==> config.mk <==
export PLATFORM = sky130hd
export DESIGN_NAME = aoc_ctrl
export DESIGN_NICKNAME = d
export VERILOG_FILES = /design/src/aoc_pkg.sv /design/src/aoc_ctrl.sv
export VERILOG_INCLUDE_DIRS = /design/src
export SDC_FILE = /design/constraint.sdc
export NUM_CORES = 2
export LEC_CHECK = 0
export BUFFER_PORTS_ARGS = -buffer_cell sky130_fd_sc_hd__buf_2
export CAP_MARGIN = 15
export CORE_ASPECT_RATIO = 1.4
export CORE_MARGIN = 5
export CORE_UTILIZATION = 65
export DETAILED_ROUTE_END_ITERATION = 8
export PLACE_DENSITY = 0.82
export SYNTH_ARGS = -nofsm -noshare
export SYNTH_HDL_FRONTEND = slang
export SYNTH_SLANG_ARGS = --single-unit
==> constraint.sdc <==
create_clock -name clk_sys -period 62.1 [get_ports clk_sys]
set_input_delay 6.21 -clock clk_sys [delete_from_list [all_inputs] [get_ports clk_sys]]
set_output_delay 6.21 -clock clk_sys [all_outputs]
set_load 0.01 [all_outputs]
==> src/aoc_cfg.svh <==
// Constants for the analog output calibration controller.
// Assumes inclusion by the package and the design module only.
`ifndef AOC_CFG_SVH
`define AOC_CFG_SVH
`define AOC_ADDR_OUT_LEVEL 8'h00
`define AOC_ADDR_RANGE_CFG 8'h04
`define AOC_ADDR_IN_RAW 8'h08
`define AOC_ADDR_IN_RES 8'h0c
`define AOC_ADDR_TRIM_GAIN 8'h10
`define AOC_ADDR_TRIM_ZERO 8'h14
`define AOC_ADDR_SAVE 8'h18
`define AOC_ADDR_STATUS 8'h1c
`define AOC_ADDR_OUT_CODE 8'h20
`define AOC_CODE_MAX 13'sh0fff
`define AOC_GAIN_DIV 32'sd10000
`define AOC_ZERO_LIM 8'sd100
`define AOC_CH_1 8'h01
`define AOC_CH_2 8'h02
`define AOC_RANGE_5V 8'h01
`define AOC_RANGE_10V 8'h02
`define AOC_RANGE_BIT_5V 1'b0
`define AOC_RANGE_BIT_10V 1'b1
`define AOC_MID_CODE 12'h800
`define AOC_LVL_CH_HI 31
`define AOC_LVL_CH_LO 24
`define AOC_CMD_CH_HI 15
`define AOC_CMD_CH_LO 8
`define AOC_CMD_RNG_HI 7
`define AOC_TRIM_IN_BIT 24
`define AOC_TRIM_CH_BIT 16
`define AOC_GAIN_HI 15
`define AOC_ZERO_HI 7
`define AOC_SAVE_GO_BIT 0
`endif

==> src/aoc_pkg.sv <==
// Types for the analog output calibration controller.
// Assumes aoc_cfg.svh is on the include path.
`default_nettype none
`include "aoc_cfg.svh"
package aoc_pkg;
  typedef struct packed {
    logic signed [15:0] gain;
    logic signed [7:0] zero;
  } aoc_trim_t;
  typedef struct packed {
    logic [11:0] code;
    logic range_10v;
  } aoc_dac_t;
  typedef enum logic [1:0] {
    AOC_ST_RUN = 2'b00,
    AOC_ST_RESTART = 2'b01
  } aoc_state_t;
endpackage
`default_nettype wire

==> src/aoc_ctrl.sv <==
// Analog output calibration controller: two DAC channels, two ADC paths.
// Assumes a single AHB-Lite master, word accesses, and a cold-boot
// reset; trims kept in a shadow store survive the block's self restart.
//
// Overview of operation
// - Two independent output channels, each with a 12-bit setpoint.
// - Output voltage is setpoint over 4096 of selected full scale.
// - A setpoint holds its channel until a new one is written or a reset or self restart clears it.
// - Range command: channel byte 01/02, range byte 01=5V, 02=10V.
// - Every channel starts in the 0 to 5V range after reset.
// - Setpoint is scaled by 1 + gain trim / 10000 before the DAC.
// - Output zero trim, -100..100, is added to the setpoint.
// - Input readings are scaled by 1 + input gain trim / 10000.
// - Input zero trim, -100..100, is added to each reading.
// - Saved trims take effect only after the next cold boot or self restart.
// - Restart-after-save option restarts the block after the save.
// - With zero trims code 2048 means 2.500V in and out in the 5V range, 5.000V out in the 10V range.
//
// The implementer's own choices: the AHB-Lite register port and the register offsets.
`timescale 1ns/1ps
`default_nettype none
`include "aoc_cfg.svh"
module aoc_ctrl
  import aoc_pkg::*;
#(
  parameter int CH = 2,
  parameter int CW = 12
) (
  input wire logic clk_sys,
  input wire logic reset_n,
  input wire logic hsel,
  input wire logic [31:0] haddr,
  input wire logic [1:0] htrans,
  input wire logic hwrite,
  input wire logic [2:0] hsize,
  input wire logic [31:0] hwdata,
  input wire logic hready,
  output logic [31:0] hrdata,
  output logic hreadyout,
  output logic hresp,
  input wire logic [CW-1:0] adc_raw_0,
  input wire logic [CW-1:0] adc_raw_1,
  output aoc_dac_t dac_0,
  output aoc_dac_t dac_1,
  output logic restart_busy
);

  // ****************************************
  // Bus address phase capture
  // ****************************************
  logic wr_q;
  logic wr_d;
  logic rd_q;
  logic rd_d;
  logic [7:0] addr_q;
  logic [7:0] addr_d;
  wire logic take = hsel & hready & htrans[1];
  assign wr_d = take & hwrite;
  assign rd_d = take & ~hwrite;
  assign addr_d = take ? haddr[7:0] : addr_q;

  // Write strobes decoded from the data phase
  wire logic wr_lvl = wr_q && addr_q == `AOC_ADDR_OUT_LEVEL;
  wire logic wr_rng = wr_q && addr_q == `AOC_ADDR_RANGE_CFG;
  wire logic wr_gain = wr_q && addr_q == `AOC_ADDR_TRIM_GAIN;
  wire logic wr_zero = wr_q && addr_q == `AOC_ADDR_TRIM_ZERO;
  wire logic wr_save = wr_q && addr_q == `AOC_ADDR_SAVE;
  // Level word keeps its channel in the top byte, clear of the value bits
  wire logic [7:0] lvl_ch = hwdata[`AOC_LVL_CH_HI:`AOC_LVL_CH_LO];
  wire logic [CW-1:0] lvl_val = hwdata[CW-1:0];
  // Range command word: channel byte above range byte
  wire logic [7:0] chan_sel = hwdata[`AOC_CMD_CH_HI:`AOC_CMD_CH_LO];
  wire logic [7:0] range_sel = hwdata[`AOC_CMD_RNG_HI:0];
  // Trim word: bit 24 picks input (1) or output (0) trims, bit 16 the chan
  wire logic trim_in = hwdata[`AOC_TRIM_IN_BIT];
  wire logic trim_ch = hwdata[`AOC_TRIM_CH_BIT];
  wire logic [15:0] gain_val = hwdata[`AOC_GAIN_HI:0];
  wire logic [7:0] zero_val = hwdata[`AOC_ZERO_HI:0];
  // Save word: low bit asks for a restart once the write has landed
  wire logic save_go = hwdata[`AOC_SAVE_GO_BIT];

  // ****************************************
  // Setpoints and ranges
  // ****************************************
  logic [CW-1:0] lvl_q [CH];
  logic rng_q [CH];
  // Saved trims (nonvolatile shadow) and live trims latched at boot
  aoc_trim_t sv_out_q [CH];
  aoc_trim_t sv_in_q [CH];
  aoc_trim_t lv_out_q [CH];
  aoc_trim_t lv_in_q [CH];
  aoc_state_t st_q;
  aoc_state_t st_d;
  logic boot_q;

  // ****************************************
  // Correction arithmetic
  // ****************************************
  // 32-bit signed math: full code times the widest gain trim stays in range
  // Division truncates toward zero, so tiny trims may not move a code
  function automatic logic [CW-1:0] corr(input logic [CW-1:0] v,
                                         input aoc_trim_t t);
    logic signed [31:0] p;
    logic signed [31:0] s;
    p = $signed(32'(v));
    s = p + (p * $signed(32'(t.gain))) / `AOC_GAIN_DIV;
    s = s + $signed(32'(t.zero));
    if (s < 0) begin
      s = 0;
    end else if (s > 32'(`AOC_CODE_MAX)) begin
      s = 32'(`AOC_CODE_MAX);
    end
    corr = s[CW-1:0];
  endfunction

  function automatic logic signed [7:0] zlim(input logic [7:0] z);
    logic signed [7:0] r;
    r = $signed(z);
    if (r > `AOC_ZERO_LIM) begin
      r = `AOC_ZERO_LIM;
    end else if (r < -`AOC_ZERO_LIM) begin
      r = -`AOC_ZERO_LIM;
    end
    zlim = r;
  endfunction

  logic [CW-1:0] out_code [CH];
  logic [CW-1:0] in_res [CH];
  wire logic [CW-1:0] adc_raw [CH];
  assign adc_raw[0] = adc_raw_0;
  assign adc_raw[1] = adc_raw_1;
  // code maps linearly onto the selected full scale
  // zero trims pass mid code 2048 through unchanged
  always_comb begin
    for (int i = 0; i < CH; i++) begin
      out_code[i] = corr(lvl_q[i], lv_out_q[i]);
      in_res[i] = corr(adc_raw[i], lv_in_q[i]);
    end
  end

  // ****************************************
  // Restart sequencer
  // ****************************************
  // restart once the save transfer completes
  // Restart lasts one cycle; the two unused codes fall back to run
  always_comb begin
    st_d = AOC_ST_RUN;
    unique case (st_q)
      AOC_ST_RUN: begin
        if (wr_save && save_go) begin
          st_d = AOC_ST_RESTART;
        end
      end
      AOC_ST_RESTART: begin
        st_d = AOC_ST_RUN;
      end
      default: begin
        st_d = AOC_ST_RUN;
      end
    endcase
  end
  wire logic soft_rst = st_q == AOC_ST_RESTART;

  always_ff @(posedge clk_sys) begin
    if (!reset_n) begin
      wr_q <= 1'b0;
      rd_q <= 1'b0;
      addr_q <= 8'h00;
      st_q <= AOC_ST_RUN;
    end else begin
      wr_q <= wr_d;
      rd_q <= rd_d;
      addr_q <= addr_d;
      st_q <= st_d;
    end
  end

  // Setpoints and ranges clear on cold boot and on self restart
  always_ff @(posedge clk_sys) begin
    for (int i = 0; i < CH; i++) begin
      if (!reset_n || soft_rst) begin
        lvl_q[i] <= '0;
        rng_q[i] <= `AOC_RANGE_BIT_5V;
      end else begin
        if (wr_lvl && lvl_ch == 8'(i + 1)) begin
          lvl_q[i] <= lvl_val;
        end
        if (wr_rng && chan_sel == 8'(i + 1)) begin
          if (range_sel == `AOC_RANGE_5V) begin
            rng_q[i] <= `AOC_RANGE_BIT_5V;
          end else if (range_sel == `AOC_RANGE_10V) begin
            rng_q[i] <= `AOC_RANGE_BIT_10V;
          end
        end
      end
    end
  end

  // ****************************************
  // Saved and live trims
  // ****************************************
  // Saved store is nonvolatile: untouched by any reset
  always_ff @(posedge clk_sys) begin
    for (int i = 0; i < CH; i++) begin
      if (wr_gain && trim_ch == 1'(i)) begin
        if (trim_in) begin
          sv_in_q[i].gain <= gain_val;
        end else begin
          sv_out_q[i].gain <= gain_val;
        end
      end
      if (wr_zero && trim_ch == 1'(i)) begin
        if (trim_in) begin
          sv_in_q[i].zero <= zlim(zero_val);
        end else begin
          sv_out_q[i].zero <= zlim(zero_val);
        end
      end
    end
  end

  // live trims load only on boot
  // The reload lands one cycle after boot, so outputs settle a cycle later
  always_ff @(posedge clk_sys) begin
    boot_q <= !reset_n || soft_rst;
    for (int i = 0; i < CH; i++) begin
      if (boot_q) begin
        lv_out_q[i] <= sv_out_q[i];
        lv_in_q[i] <= sv_in_q[i];
      end
    end
  end

  // ****************************************
  // Read mux and outputs
  // ****************************************
  wire logic rch = hwdata[0];
  logic [31:0] rd_mux;
  always_comb begin
    rd_mux = 32'h00000000;
    unique case (addr_q)
      `AOC_ADDR_OUT_LEVEL:
        rd_mux = {4'h0, lvl_q[1], 4'h0, lvl_q[0]};
      `AOC_ADDR_RANGE_CFG:
        rd_mux = {30'h0, rng_q[1], rng_q[0]};
      `AOC_ADDR_IN_RAW:
        rd_mux = {4'h0, adc_raw[1], 4'h0, adc_raw[0]};
      `AOC_ADDR_IN_RES:
        rd_mux = {4'h0, in_res[1], 4'h0, in_res[0]};
      `AOC_ADDR_TRIM_GAIN:
        rd_mux = {lv_out_q[1].gain, lv_out_q[0].gain};
      `AOC_ADDR_TRIM_ZERO:
        rd_mux = {lv_in_q[1].zero, lv_in_q[0].zero,
                  lv_out_q[1].zero, lv_out_q[0].zero};
      `AOC_ADDR_STATUS:
        rd_mux = {31'h0, soft_rst};
      `AOC_ADDR_OUT_CODE:
        rd_mux = {4'h0, out_code[1], 4'h0, out_code[0]};
      default:
        rd_mux = 32'h00000000;
    endcase
  end

  // ****************************************
  // Bus response and converter registers
  // ****************************************
  // Read data registered: one wait state per read keeps hrdata on a flop
  logic rd_wait_q;
  always_ff @(posedge clk_sys) begin
    if (!reset_n) begin
      hrdata <= 32'h00000000;
      hreadyout <= 1'b1;
      hresp <= 1'b0;
      rd_wait_q <= 1'b0;
      dac_0 <= '{code: '0, range_10v: `AOC_RANGE_BIT_5V};
      dac_1 <= '{code: '0, range_10v: `AOC_RANGE_BIT_5V};
      restart_busy <= 1'b0;
    end else begin
      rd_wait_q <= rd_d;
      hreadyout <= ~rd_d;
      if (rd_q) begin
        hrdata <= rd_mux;
      end
      dac_0 <= '{code: out_code[0], range_10v: rng_q[0]};
      dac_1 <= '{code: out_code[1], range_10v: rng_q[1]};
      // Only a self restart shows busy; the cold-boot reload stays silent
      restart_busy <= soft_rst | (boot_q & restart_busy);
    end
  end

  logic unused_ok;
  assign unused_ok = &{1'b0, rch, hsize, rd_wait_q, haddr[31:8], htrans[0]};

endmodule // aoc_ctrl
`default_nettype wire

-- Word-level counts from Yosys, hierarchy flattened
Memories as Yosys holds them, arrays and structs flattened.
Index checks and enable logic that the tools add are counted.
- register bits after elaboration: 73
- latch bits: 0
- bits in writable memories: 218
- bits in read-only memories: 0
- input port bits: 98
- output and inout port bits: 61
- logic and storage cells: 168
- memories kept: 6
- memories (memory ; depth ; width ; read ports ; clocked after memory_dff ; write ports ; line ; text):
    lv_in_q ; 2 ; 24 ; 2 ; 0 ; 2 ; aoc_ctrl.sv:91 ; aoc_trim_t lv_in_q [CH];
    lv_out_q ; 2 ; 24 ; 2 ; 0 ; 2 ; aoc_ctrl.sv:90 ; aoc_trim_t lv_out_q [CH];
    sv_in_q ; 2 ; 24 ; 2 ; 0 ; 1 ; aoc_ctrl.sv:89 ; aoc_trim_t sv_in_q [CH];
    sv_out_q ; 2 ; 24 ; 2 ; 0 ; 1 ; aoc_ctrl.sv:88 ; aoc_trim_t sv_out_q [CH];
    lvl_q ; 2 ; 12 ; 2 ; 0 ; 2 ; aoc_ctrl.sv:85 ; logic [CW-1:0] lvl_q [CH];
    rng_q ; 2 ; 1 ; 2 ; 0 ; 2 ; aoc_ctrl.sv:86 ; logic rng_q [CH];
- add/subtract/negate cells: 8
- $mul: 4
- divide/modulo/power cells: 4
- $lt $le $gt $ge: 10
- eq/ne operators: 15
- shifts and indexed selects: 0
- muxes and demuxes: 73
- bitwise logic cells: 15
- reductions and logical operators: 21
- operators by type and width (operator ; number):
    32-bit case mux with 8 select lines ; 1
    13-bit by 32-bit adder with 32-bit output ; 4
    32-bit by 8-bit adder with 32-bit output ; 4
    32-bit by 15-bit divider with 32-bit output (second input constant) ; 4
    32-bit by 13-bit > comparator with 1-bit output (second input constant) ; 4
    32-bit by 1-bit < comparator with 1-bit output (second input constant) ; 4
    12-bit 2-to-1 mux ; 10
    13-bit by 16-bit multiplier with 29-bit output ; 4
    8-bit 2-to-1 mux ; 8
    1-bit 2-to-1 mux ; 50
    24-bit 2-to-1 mux ; 2
    24-bit OR reduction ; 2
    8-bit by 5-bit equality test with 1-bit output (second input constant) ; 4
    8-bit by 1-bit equality test with 1-bit output (second input constant) ; 3
    8-bit by 2-bit equality test with 1-bit output (second input constant) ; 3
    8-bit by 4-bit equality test with 1-bit output (second input constant) ; 2
    1-bit logical AND ; 14
    8-bit by 3-bit equality test with 1-bit output (second input constant) ; 1
    8-bit by 6-bit equality test with 1-bit output (second input constant) ; 1
    8-bit > comparator (second input constant) ; 1
    8-bit logical NOT ; 1
    8-bit < comparator (second input constant) ; 1
    1-bit bitwise OR ; 7
    1-bit AND ; 5
    other kinds (7) ; 10

-- Logic depth before layout (Yosys ltp)
An unclocked memory read counts as a cell.
- depth after elaboration: 9
- gate-level depth with buffers: 131
- depth with buffers taken out: 118

-- Worst setup path after synthesis
Ideal clock, no wire load.
- path kind: input port to flip-flop
- from: in adc_raw_1[6]
- to: reg hrdata[20]
- library setup time: 0.119 ns
- data arrival time: 31.336 ns
- data required time: 61.981 ns
- setup slack: 30.645 ns
- cell stages on the path: 117
- buffers on the path: 7
- cells stage by stage: clkbuf_1 -> clkbuf_1 -> nand2_1 -> fa_1 -> fa_1 -> fa_1 -> inv_1 -> fa_1 -> inv_1 -> fa_1 -> inv_1 -> ha_1 -> and2_1 -> or4_1 -> o21ai_2 -> nand2_2 -> xor2_2 -> a2111oi_4 -> [81 not listed] -> nand2b_1 -> a21oi_1 -> o21bai_1 -> a21oi_1 -> nor2_1 -> nor2_1 -> nor2b_1 -> o21ai_0 -> nand2b_1 -> and2_1 -> inv_1 -> o21ai_0 -> a21oi_1 -> or4_1 -> buf_2 -> o21ai_0 -> nor2_1 -> o221a_1
- longest elaborated chain between the ends: 8
- elaborated cells between the ends (all ways): 9
- classes of those cells: add/sub: 2; mul: 1; div: 1; order compare: 2; mux: 3
- ends and longest elaborated chain (what ; line ; text):
    from (decl) ; aoc_ctrl.sv:42 ; input wire logic [CW-1:0] adc_raw_1,
    13-bit by 16-bit multiplier with 29-bit output ; aoc_ctrl.sv:106 ; s = p + (p * $signed(32'(t.gain))) / `AOC_GAIN_DIV;
    32-bit by 15-bit divider with 32-bit output (no source line) ; - ;
    13-bit by 32-bit adder with 32-bit output (no source line) (*) ; - ;
    32-bit by 8-bit adder with 32-bit output (*) ; aoc_ctrl.sv:107 ; s = s + $signed(32'(t.zero));
    32-bit by 13-bit > comparator with 1-bit output ; aoc_ctrl.sv:110 ; end else if (s > 32'(`AOC_CODE_MAX)) begin
    12-bit 2-to-1 mux ; aoc_ctrl.sv:110 ;
    12-bit 2-to-1 mux (*) ; aoc_ctrl.sv:108 ; if (s < 0) begin
    32-bit case mux with 8 select lines (*) ; aoc_ctrl.sv:241 ; unique case (addr_q)
    to (signal assigned) ; aoc_ctrl.sv:282 ; hrdata <= rd_mux;
    to (decl) ; aoc_ctrl.sv:38 ; output logic [31:0] hrdata,
Mark *: on every way between the ends. The rest lies on a longest branch, timed or not.
A chain may end at the register's enable or synchronous reset.

-- Worst setup path in the final report
- from: in adc_raw_1[5]
- to: reg hrdata[27]
Same word-level chain as after synthesis.

==> results_dict.tcl <==
set metrics [dict create \
    synth-async-reset-ratio_pct 0 \
    hp-class "register to register" \
    final_cell_mix "inv_1 (1,241), nand2_1 (883), fa_1 (764)" \
    fin_setup_tns_ps 0 \
    antenna_left 1 \
    worstHoldStart "sv_in_q[0][1]$_DFFE_PP_" \
    drc 16 \
    grt_usage_pct 34.1 \
    grt_max_degree 80 \
    cp_max_fo 18 \
    max_slew_margin_pct 21.2 \
    skew_ps 51.0 \
    postCtsSetupRepairBufs 0 \
    drv_slew 0 \
    finalHoldViolations 0 \
    reg2reg_slack_ps 30410 \
    clkTransAtPathRegs_ps 70 \
    die-area_um2 125000 \
    netlist.area_leader.share_pct 19.9 \
    violations "antenna rules, DRC" \
    ys_seq_area_share_pct 10.4 \
    rows 149 \
    tritoncts "yes" \
    status "finished, violations left" \
    finalSetupViolations 0 \
    initial_utilization_pct 65.3 \
    critical_path_arrival_ps 36980 \
    min_to "lv_in_q[0][1]$_DFFE_PP_" \
    drt_iter0_drc 5887 \
    viasPerCell 6.49 \
    ys_types 193 \
    post-route-min-period_ps 36440 \
    cp.required_ps 62640 \
    first_pass_iters 9 \
    portBuffers 122 \
    max_stage_delay_ps 770 \
    drive_above_1_share_pct 8.28 \
    period_share_pct 58.7 \
    core_area_um2 118000 \
    cts_htree_levels 1 \
    num_vias 70302 \
    ioPinCount 159 \
    synth-seq-cells 290 \
    clk_path_buf_depth 3 \
    synth_flop_cell "edfxtp_1" \
    root_buffer "clkbuf_16" \
    rsz0062_at_grt "no" \
    yosys-top-cells-area "fa_1 (20%), edfxtp_1 (8.5%), ha_1 (7.7%)" \
    grt_pass1_wl_um 355000 \
    antenna_found_initial 15 \
    mostFrequentLayoutCell "inv_1" \
    die_x_um 301 \
    numClockSinks 290 \
    end_kind "register" \
    grt_remaining_overflow 0 \
    place.gp.congestion 0.976 \
    synthCells 9372 \
    post_drt_wl_per_cell_um 20.4 \
    synth_top_cell_by_area "fa_1" \
    cp_slowest_cell "xor2_1" \
    synthesis.nets 10707 \
    avgSynthCellArea_um2 8.20 \
    crit_type "input pin to register" \
    synth_edf_count 218 \
    syn2layout_area_growth_pct 2.79 \
    grt_pass1_vias 70387 \
    clock_latency_ps 640 \
    start_kind "input pin" \
    dp_hpwl_um 177000 \
    cp_common_cell "a21oi_1" \
    worstHoldPathCells 0 \
    r2r-start "lvl_q[0][1]$_SDFFCE_PN0P_" \
    fin_nets 10550 \
    cts-resized-gates 0 \
    r2r_end "dac_0[8]$_SDFF_PN0_" \
    tightest_slew_ps 1180 \
    syn_area_um2 76800 \
    numCtsBuffers 30 \
    yosysWarnings 0 \
    drv_cap 0 \
    finalWirelength_um 221000 \
    reg2regPathDepth 114 \
    clock.fmax_ghz 0.0274 \
    ctsHoldBuffers 0 \
    dieHeight_um 417 \
]
-- routing by layer --
metal	up-vias	global-route usage (%)	routed length, um
met5	-	0	73
met4	10	18.0	13800
li1	32529	-	-
met1	34035	38.7	80600
met2	2898	60.0	108000
met3	830	7.31	18300
-- worst max path at each step --
stage,from,endpoint,slack [ps],cells past startpoint
floorplan,adc_raw_1[6],hrdata[20]$_SDFFE_PN0P_,30650,117
global placement,adc_raw_1[1],hrdata[26]$_SDFFE_PN0P_,25870,110
detailed placement,adc_raw_1[1],hrdata[27]$_SDFFE_PN0P_,25060,113
CTS,adc_raw_1[1],hrdata[27]$_SDFFE_PN0P_,25550,113
global route,adc_raw_1[1],hrdata[27]$_SDFFE_PN0P_,23450,113
finish,adc_raw_1[5],hrdata[27]$_SDFFE_PN0P_,25660,112
-- cell type report --
| class | count | area [um2] |
|---|---|---|
| antenna | 15 | 37.5 |
| clock buffer | 39 | 795 |
| clock inverter | 16 | 155 |
| fill | 9542 | 38700 |
| inverter | 1245 | 4670 |
| multi-input combinational | 7487 | 62400 |
| sequential | 290 | 7990 |
| tap | 1585 | 1980 |
| timing repair buffer | 161 | 901 |
-- cells in the mapped netlist, types with 32 or more instances --
master / count
a221oi_1: 34
o2111ai_1: 41
nand2_1: 883
edfxtp_1: 218
nor4_1: 68
nand3_1: 210
o22ai_1: 41
o21a_1: 114
o21ai_0: 344
a31oi_1: 98
and2_1: 526
o211ai_1: 91
buf_2: 42
nor2_1: 581
nor2b_1: 37
dfxtp_1: 72
or2_2: 44
o21bai_1: 47
and3_1: 65
inv_1: 1241
a21oi_1: 460
xor2_1: 179
mux2i_1: 57
nand4_1: 77
nand2b_1: 62
buf_4: 33
a21o_1: 114
fa_1: 764
nor3_1: 194
o31a_1: 32
o21ai_1: 63
a211oi_1: 87
o211a_1: 34
clkbuf_1: 226
xnor2_1: 382
o31ai_1: 60
a211o_1: 44
ha_1: 473
or3_1: 58
-- registers in the layout (all words and copies together) (netlist names) --
signal / flops
dac_0: 13
boot_q: 1
addr_q: 8
lv_in_q: 48
lv_out_q: 48
sv_out_q: 48
st_q: 1
rng_q: 2
restart_busy: 1
lvl_q: 24
hrdata: 32
sv_in_q: 48
hreadyout: 1
rd_q: 1
dac_1: 13
wr_q: 1
-- per-stage QoR --
step | worst slack [ps] | hold WS (ps) | util (%) | area (um2) | cells
after global placement | 25870 | 400 | 66.3 | 78000 | 10767
after detailed placement | 25060 | 405 | 66.3 | 78000 | 10767
after global routing | 23450 | 416 | 67.1 | 78900 | 10823
final | 25660 | 380 | 67.1 | 79000 | 10838
after floorplan | 30650 | 400 | - | 76800 | 9372
after CTS | 25550 | 386 | 67.1 | 78900 | 10822
-- critical path: cells and delay by family --
| kind | cells | cell delay (ps) |
|---|---|---|
| xor gates and xnor gates | 8 | 3100 |
| and+or+nand+nor | 28 | 6350 |
| buffers and inverters | 7 | 840 |
| adders and majority gates | 11 | 4940 |
| muxes | 2 | 720 |
| AOI/OAI and AO/OA | 56 | 14720 |
-- cells by family (layout without fill, tap and decap cells) --
kind of cell / after synthesis / count (layout) / synth area share, %
AO/OA/AOI/OAI: 2383 / 2383 / 23.3
flip-flops: 290 / 290 / 10.4
multiplexers: 108 / 108 / 1.60
AND/OR/NAND/NOR: 3150 / 3150 / 21.4
XOR/XNOR: 579 / 579 / 6.82
other: 1 / 16 / 0.00488
buffers and inverters: 1595 / 1461 / 8.45
adder cells (fa/ha/maj): 1266 / 1266 / 28.0
Power is not shown: default switching activity piles up to over one toggle a cycle in this logic, so the estimate is an artifact.
